File: config.mk
export PLATFORM = sky130hd
export DESIGN_NAME = rsa_reset_aggregator
export DESIGN_NICKNAME = d
export VERILOG_FILES = /design/src/pkg/rsa_pkg.sv /design/src/core/rsa_pulse_filter.sv /design/src/core/rsa_reset_aggregator.sv
export SDC_FILE = /design/constraint.sdc
export NUM_CORES = 1
export LEC_CHECK = 0
export ABC_AREA = 1
export ABC_CLOCK_PERIOD_IN_PS = 3000
export BUFFER_PORTS_ARGS = -buffer_cell sky130_fd_sc_hd__buf_4
export CAP_MARGIN = 5
export CORE_UTILIZATION = 35
export CTS_CLUSTER_SIZE = 25
export DETAILED_ROUTE_END_ITERATION = 7
export GPL_TIMING_DRIVEN = 0
export SYNTH_ARGS = -nofsm -noshare
export SYNTH_HDL_FRONTEND = slang
export SYNTH_SLANG_ARGS = --single-unit
File: constraint.sdc
create_clock -name clk_sys -period 3 [get_ports clk_sys]
set_input_delay 0.6 -clock clk_sys [delete_from_list [all_inputs] [get_ports clk_sys]]
set_output_delay 0.6 -clock clk_sys [all_outputs]
set_load 0.05 [all_outputs]
File: src/pkg/rsa_pkg.sv
// rsa_pkg: constants and carrier types for the reset source aggregator
// assumes a 40 MHz system clock; no other package is needed
package rsa_pkg;

    // ----------------------------------------------------------------
    // timing
    // ----------------------------------------------------------------
    localparam int unsigned CLK_HZ = 40000000; // system clock rate
    localparam int unsigned PWRUP_TIME_MS = 64; // nominal power-up hold
    localparam int unsigned PWRUP_CYCLES = (CLK_HZ / 1000) * PWRUP_TIME_MS;
    localparam int unsigned GLITCH_TIME_NS = 200; // shortest accepted clear pulse
    localparam int unsigned GLITCH_CYCLES =
        ((GLITCH_TIME_NS * (CLK_HZ / 1000000)) + 999) / 1000;
    localparam int unsigned PWRUP_CNT_W = 22; // counter width for the power-up hold
    localparam int unsigned FILT_CNT_W = 8; // counter width for the pin filter

    // ----------------------------------------------------------------
    // field positions of the status word
    // ----------------------------------------------------------------
    localparam int unsigned ST_BROWNOUT = 0;
    localparam int unsigned ST_OPCODE_N = 1;
    localparam int unsigned ST_WD_OVF = 2;
    localparam int unsigned ST_WD_WIN = 3;
    localparam int unsigned ST_STK_UNF = 4;
    localparam int unsigned ST_STK_OVF = 5;
    localparam int unsigned ST_TIMEOUT_N = 6;
    localparam int unsigned ST_PWRDN_N = 7;

    // power-on values of the status word: powerdown, timeout and opcode flags high, rest low
    localparam logic [7:0] STATUS_POR = 8'hc2;

    // configuration bits, sampled from fuses
    typedef struct packed {
        logic extClearEnable; // ext_clear_enable_cfg
        logic lowVoltageProg; // low_voltage_prog_cfg
        logic lowPowerBrownoutEn_n; // erased (1) leaves monitor off
        logic stackFaultResetEnable; // stack_fault_reset_enable
        logic powerupTimerEnable_n; // powerup_timer_enable_n
    } rsa_cfg_t;

    // reset requests from the core and monitors
    typedef struct packed {
        logic mainBrownout; // main brownout request (level)
        logic lowPowerBrownout; // low-power monitor request (level)
        logic watchdogOverflow; // watchdog timer overflow (pulse)
        logic watchdogClearInstr; // clear instruction executed (pulse)
        logic watchdogWindowOpen; // window open (level)
        logic resetOpcode; // reset instruction executed (pulse)
        logic stackOverflow; // call stack overflow (pulse)
        logic stackUnderflow; // call stack underflow (pulse)
        logic progModeExit; // serial programming mode exit (pulse)
        logic selfProgActive; // run-time self programming (level)
    } rsa_req_t;

    // power-control status flags
    typedef struct packed {
        logic powerdownFlag_n; // powerdown_flag (active low)
        logic timeoutFlag_n; // timeout_flag (active low)
        logic stackOverflowFlag; // stack_overflow_flag
        logic stackUnderflowFlag; // stack_underflow_flag
        logic watchdogWindowViolationFlag_n; // watchdog_window_violation_flag
        logic watchdogOverflowFlag_n; // watchdog_overflow_flag
        logic resetOpcodeFlag_n; // reset_opcode_flag_n
        logic brownoutFlag_n; // brownout_reset flag (active low)
    } rsa_status_t;

endpackage : rsa_pkg

File: src/core/rsa_pulse_filter.sv
// rsa_pulse_filter: rejects low pulses shorter than a set number of cycles
// assumes the pin is already synchronous to clk_sys
`timescale 1ns/1ps
module rsa_pulse_filter #(
    parameter int unsigned CNT_W = 8,
    parameter int unsigned MIN_CYCLES = 8
) (
    input wire logic clk_sys,
    input wire logic rst_b,
    input wire logic pinLevel,
    output logic filtLow
);
    // ----------------------------------------------------------------
    // low-time counter
    // ----------------------------------------------------------------
    localparam logic [CNT_W-1:0] LIMIT = CNT_W'(MIN_CYCLES); // accept count

    logic [CNT_W-1:0] lowCount; // cycles the pin has been low
    wire atLimit = (lowCount >= LIMIT); // pulse long enough
    wire [CNT_W-1:0] next_lowCount = pinLevel ? '0 :
        (atLimit ? lowCount : lowCount + CNT_W'(1));

    // count low time; any high sample restarts it
    always_ff @(posedge clk_sys) begin
        if (!rst_b) begin
            lowCount <= '0;
            filtLow <= 1'b0;
        end else begin
            lowCount <= next_lowCount;
            filtLow <= !pinLevel && (next_lowCount >= LIMIT);
        end
    end
endmodule : rsa_pulse_filter

File: src/core/rsa_reset_aggregator.sv
// rsa_reset_aggregator: gathers reset sources into one device reset
// assumes all inputs synchronous to clk_sys, cfg stable, rst_b is power-on reset
`timescale 1ns/1ps
module rsa_reset_aggregator
    import rsa_pkg::*;
#(
    parameter int unsigned PWRUP_HOLD = rsa_pkg::PWRUP_CYCLES,
    parameter int unsigned FILTER_CYCLES = rsa_pkg::GLITCH_CYCLES
) (
    input wire logic clk_sys,
    input wire logic rst_b,
    input wire rsa_pkg::rsa_cfg_t cfg,
    input wire rsa_pkg::rsa_req_t req,
    input wire logic clearPinIn,
    input wire logic swPullupEn,
    output logic deviceReset,
    output logic clearPinOut,
    output logic clearPinOe,
    output logic clearPinPullup,
    output logic gpioIn,
    output logic brownoutReset,
    output rsa_pkg::rsa_status_t status,
    input wire logic statusWrite,
    input wire rsa_pkg::rsa_status_t statusWdata
);
    import rsa_pkg::*;

    // ----------------------------------------------------------------
    // pin configuration and filter
    // ----------------------------------------------------------------
    wire clearEnabled = cfg.extClearEnable | cfg.lowVoltageProg;
    logic clearLowFilt; // filtered low level of the pin

    // pin noise filter
    rsa_pulse_filter #(
        .CNT_W(FILT_CNT_W),
        .MIN_CYCLES(FILTER_CYCLES)
    ) u_filter (
        .clk_sys(clk_sys),
        .rst_b(rst_b),
        .pinLevel(clearPinIn),
        .filtLow(clearLowFilt)
    );

    // ----------------------------------------------------------------
    // request decode
    // ----------------------------------------------------------------
    wire clearReq = clearEnabled & clearLowFilt;
    wire lpbEnabled = !cfg.lowPowerBrownoutEn_n;
    wire brownReq = req.mainBrownout | (lpbEnabled & req.lowPowerBrownout);
    wire wdOvfEvt = req.watchdogOverflow;
    wire wdWinEvt = req.watchdogClearInstr & !req.watchdogWindowOpen;
    wire stkOvfEvt = cfg.stackFaultResetEnable & req.stackOverflow;
    wire stkUnfEvt = cfg.stackFaultResetEnable & req.stackUnderflow;
    wire opcodeEvt = req.resetOpcode;
    wire progExitEvt = req.progModeExit;
    // self programming is deliberately not a request term
    wire pulseEvt = wdOvfEvt | wdWinEvt | stkOvfEvt | stkUnfEvt | opcodeEvt;
    wire levelReq = clearReq | brownReq;

    // ----------------------------------------------------------------
    // power-up timer
    // ----------------------------------------------------------------
    localparam logic [PWRUP_CNT_W-1:0] HOLD_LAST = PWRUP_CNT_W'(PWRUP_HOLD - 1);
    logic [PWRUP_CNT_W-1:0] pwrupCount; // cycles left in hold
    logic pwrupBusy; // hold in progress
    logic brownSeen; // brownout was active last cycle
    logic progExitSeen; // programming exit acts as power-on
    wire pwrupStart = (brownSeen & !brownReq) | progExitSeen;
    wire pwrupArm = !cfg.powerupTimerEnable_n;
    wire pwrupDone = (pwrupCount == '0);

    // run the power-up hold after brownout or programming exit release
    always_ff @(posedge clk_sys) begin
        if (!rst_b) begin
            pwrupCount <= '0;
            pwrupBusy <= 1'b0;
            brownSeen <= 1'b1;
            progExitSeen <= 1'b0;
        end else begin
            brownSeen <= brownReq;
            progExitSeen <= progExitEvt;
            if (pwrupStart && pwrupArm) begin
                pwrupCount <= HOLD_LAST;
                pwrupBusy <= 1'b1;
            end else if (pwrupBusy && !pwrupDone) begin
                pwrupCount <= pwrupCount - PWRUP_CNT_W'(1);
            end else begin
                pwrupBusy <= 1'b0;
            end
        end
    end

    // ----------------------------------------------------------------
    // pulse-event stretch: hold reset one cycle after a pulse source
    // ----------------------------------------------------------------
    logic pulseHeld; // pulse request seen last cycle
    always_ff @(posedge clk_sys) begin
        if (!rst_b) begin
            pulseHeld <= 1'b0;
        end else begin
            pulseHeld <= pulseEvt | progExitEvt;
        end
    end

    // ----------------------------------------------------------------
    // common device reset
    // ----------------------------------------------------------------
    // the start term bridges the cycle before the hold counter is loaded
    wire anyReq = levelReq | pulseEvt | progExitEvt | pulseHeld | progExitSeen | pwrupBusy
        | (pwrupStart & pwrupArm);
    wire next_deviceReset = anyReq;

    // registered so release aligns to clk_sys
    always_ff @(posedge clk_sys) begin
        if (!rst_b) begin
            deviceReset <= 1'b1;
            brownoutReset <= 1'b1;
        end else begin
            deviceReset <= next_deviceReset;
            brownoutReset <= brownReq;
        end
    end

    // ----------------------------------------------------------------
    // pin drive: never driven, pull-up by mode
    // ----------------------------------------------------------------
    always_ff @(posedge clk_sys) begin
        if (!rst_b) begin
            clearPinOut <= 1'b0;
            clearPinOe <= 1'b0;
            clearPinPullup <= 1'b1;
            gpioIn <= 1'b0;
        end else begin
            clearPinOut <= 1'b0;
            clearPinOe <= 1'b0;
            clearPinPullup <= clearEnabled ? 1'b1 : swPullupEn;
            gpioIn <= clearEnabled ? 1'b0 : clearPinIn;
        end
    end

    // ----------------------------------------------------------------
    // status flags: hardware set wins over software write
    // ----------------------------------------------------------------
    rsa_status_t next_status; // next status value
    rsa_status_t wrBase; // after software write
    always_comb begin
        wrBase = statusWrite ? statusWdata : status;
        next_status = wrBase;
        if (brownReq) begin
            next_status.brownoutFlag_n = 1'b0;
        end
        if (wdOvfEvt) begin
            next_status.watchdogOverflowFlag_n = 1'b0;
            next_status.timeoutFlag_n = 1'b0;
            next_status.powerdownFlag_n = 1'b1;
        end
        if (wdWinEvt) begin
            next_status.watchdogWindowViolationFlag_n = 1'b0;
        end
        if (opcodeEvt) begin
            next_status.resetOpcodeFlag_n = 1'b0;
        end
        if (stkOvfEvt) begin
            next_status.stackOverflowFlag = 1'b1;
        end
        if (stkUnfEvt) begin
            next_status.stackUnderflowFlag = 1'b1;
        end
        if (progExitEvt) begin
            next_status = rsa_status_t'(STATUS_POR);
        end
    end

    // status register
    always_ff @(posedge clk_sys) begin
        if (!rst_b) begin
            status <= rsa_status_t'(STATUS_POR);
        end else begin
            status <= next_status;
        end
    end
endmodule : rsa_reset_aggregator

==> out/qor.yml <==
status: "finished, final reports clean"
ioPinCount: 42
start_kind: "flop"
synth.largest_area_cell: "dfxtp_1"
worstHoldStart: "u_filter.lowCount[6]"
arrival_ns: 1.97
wl_per_cell_um: 11.5
synth_area_um2: 2440
hold_violations: 0
cts_max_level: 2
grt_usage_pct: 16.2
grt_max_degree: 15
core_um2: 6760
io_buffers: 37
ys_seq_area_share_pct: 37.7
drt_first_pass_iters: 4
finalPower_mw: 1.55
crit_chain: "inv_1 -> ha_1 -> nand2_1 -> nor2_1 -> nand2_1 -> nand2_1 -> nand2_1 -> nor2_1 -> nor2_1 -> a21oi_1"
cts_resized: 0
r2r_cells: 10
overflow: 0
routed_via_density: 4.71
n_fill_cell: 710
peakVddDrop_uv: 240
fin_nets: 444
drive_gt1_share_pct: 15.7
yosys.cell_types.count: 35
ant_nets: 0
gp_congestion: 0.826
hpwl_um: 4330
comb_power_share_pct: 25.4
async_flop_share_pct: 0
cts_tree: "done"
num_antenna_cells: 0
synth_cells: 367
postSynthAreaPerCell_um2: 6.65
yosys-top-cells-area: "dfxtp_1 (38%), nand2_1 (15%), nor2_1 (8.3%), inv_1 (8.0%), nand3_1 (5.3%)"
mostFrequentLayoutCells: "nand2_1 (95), nor2_1 (54), inv_1 (52)"
swShare_pct: 32.9
grt_pass1_vias: 2172
ys.flop_type: "dfxtp_1"
die-area_um2: 7320
vias: 2324
cap_violations: 0
critPathRequiredTime_ns: 3.23
grt_antenna_before_repair: 0
ys_ff_latch: 46
fin_crit_ns: 1.74
clk_path_buf_depth: 2
yosys_warnings: 0
grt_pass1_wl_um: 9620
slowest_stage: "dfxtp_1"
internal_power_mw: 1.04
p_seq_share_pct: 44.2
slowest_delay_ns: 0.33
path_clk_slew_ns: 0.09
worstHoldPathType: "reg2reg"
slew_viol_final: 0
timing.rr.start: "pwrupCount[0]"
clkPwrFrac_pct: 30.5
worst_path_most_repeated_cell: "nand2_1"
layout_commonest_cell: "nand2_1"
r2r_setup_slack_ns: 1.26
cts_buffers: 5
drt-total-wl_um: 5650
synthDominantCellAreaShare_pct: 37.7
setup_tns_ns: 0
finalClockSkew_ns: 0.00447
r2r-end: "pwrupCount[16]"
setup_viol: 0
rsz0062_at_grt: "no"
crit_path_max_fanout: 6
row_count: 30
critPathCaptureType: "flop"
die_w_um: 85.5
start_util_pct: 36.1
crit_end: "pwrupCount[16]"
die_h_um: 85.5
drc: 0
cts.sinks: 46
slew_headroom_pct: 66.0
synth_enable_flop_cells: 0
worst_slew_pin_slew_ns: 0.510
switching_power_mw: 0.508
fin_crit_sh_pct: 57.9
syn_to_final_growth_pct: 20.1
cts_setup_buffers: 0
root_buffer: "clkbuf_8"
powerDensity_nw_per_um2: 527
clk-insertion-delay-late_ns: 0.30
startpoint: "pwrupCount[0]"
fmax_mhz: 576
cts_hold_buf: 0
leakage_nw: 1.40
crit_type: "reg2reg"
drt_iter0_drc: 125
worst max-delay path: cells and delay by family (launching register included):
family	cells	cell delay [ns]
buffers and inverters	1	0.14
AND/OR/NAND/NOR	7	0.78
flip-flops	1	0.33
AO/OA/AOI/OAI	1	0.11
adder cells (fa/ha/maj)	1	0.30
layer usage:
layer / global-route usage (%) / wire (µm) / vias to the layer above
met5: 0 / 0 / -
met4: 2.73 / 29 / 0
met3: 4.72 / 234 / 5
met2: 27.1 / 2610 / 42
met1: 21.2 / 2780 / 1048
li1: - / - / 1229
through the flow:
stage | cell area (µm²) | utilization (%) | setup WS (ns) | cells | hold WS, ns
2_1_floorplan | 2450 | - | 1.40 | 368 | 0.422
3_3_place_gp | 2820 | 41.8 | 0.933 | 485 | 0.437
3_5_place_dp | 2820 | 41.8 | 0.937 | 485 | 0.437
4_1_cts | 2930 | 43.4 | 1.25 | 493 | 0.451
5_1_grt | 2930 | 43.4 | 1.04 | 493 | 0.466
6_report | 2930 | 43.4 | 1.26 | 493 | 0.448
how the worst min path moves through the flow:
| stage | depth (start not counted) | slack (ns) | end |
|---|---|---|---|
| 4_1_cts | 2 | 0.45 | u_filter.lowCount[6] |
| 3_5_place_dp | 2 | 0.44 | u_filter.lowCount[6] |
| 5_1_grt | 2 | 0.47 | clearPinPullup |
| 3_3_place_gp | 2 | 0.44 | u_filter.lowCount[6] |
| 6_report | 2 | 0.45 | u_filter.lowCount[6] |
| 2_1_floorplan | 2 | 0.42 | u_filter.lowCount[6] |
layout make-up:
class,count,area (µm²),share of cell area [%]
Inverter,54,203,6.91
Buffer,10,68.8,2.35
Clock inverter,2,37.5,1.28
Tap cell,80,100,3.41
Timing Repair Buffer,37,278,9.47
Multi-Input combinational cell,258,1250,42.7
Sequential cell,46,921,31.4
Clock buffer,6,72.6,2.47
cell usage after synthesis, types with 3 or more instances:
master	number
nand2_1	95
nor2_1	54
inv_1	52
dfxtp_1	46
nand3_1	26
a21oi_1	17
nand4_1	8
o21ai_0	8
xor2_1	6
nor2_2	5
nor3_1	5
xnor2_1	5
clkbuf_1	4
ha_1	4
a31oi_1	3
buf_6	3
nand2_2	3
cells by family after synthesis:
kind of cell / count (synthesis) / synth area share [%]
simple gates: 206 / 37.0
buf+inv: 64 / 11.1
flops: 46 / 37.7
compound gates: 35 / 7.99
xor+xnor: 11 / 3.94
fa+ha+maj: 4 / 2.05
other cells: 1 / 0.154
power by group through the flow:
stage	clock, mW	sequential [mW]	combinational [mW]
2_1_floorplan	0	0.706	0.274
3_3_place_gp	0	0.695	0.388
3_5_place_dp	0	0.696	0.390
4_1_cts	0.481	0.682	0.392
5_1_grt	0.507	0.687	0.445
6_report	0.471	0.682	0.392
flip-flops by register name, summed over array words and instances (netlist names):
signal             cells
deviceReset            1
brownoutReset          1
progExitSeen           1
clearPinPullup         1
pulseHeld              1
u_filter.lowCount      8
pwrupBusy              1
status                 8
u_filter.filtLow       1
gpioIn                 1
pwrupCount            22
Note: power is estimated with default switching activity, not from simulation.
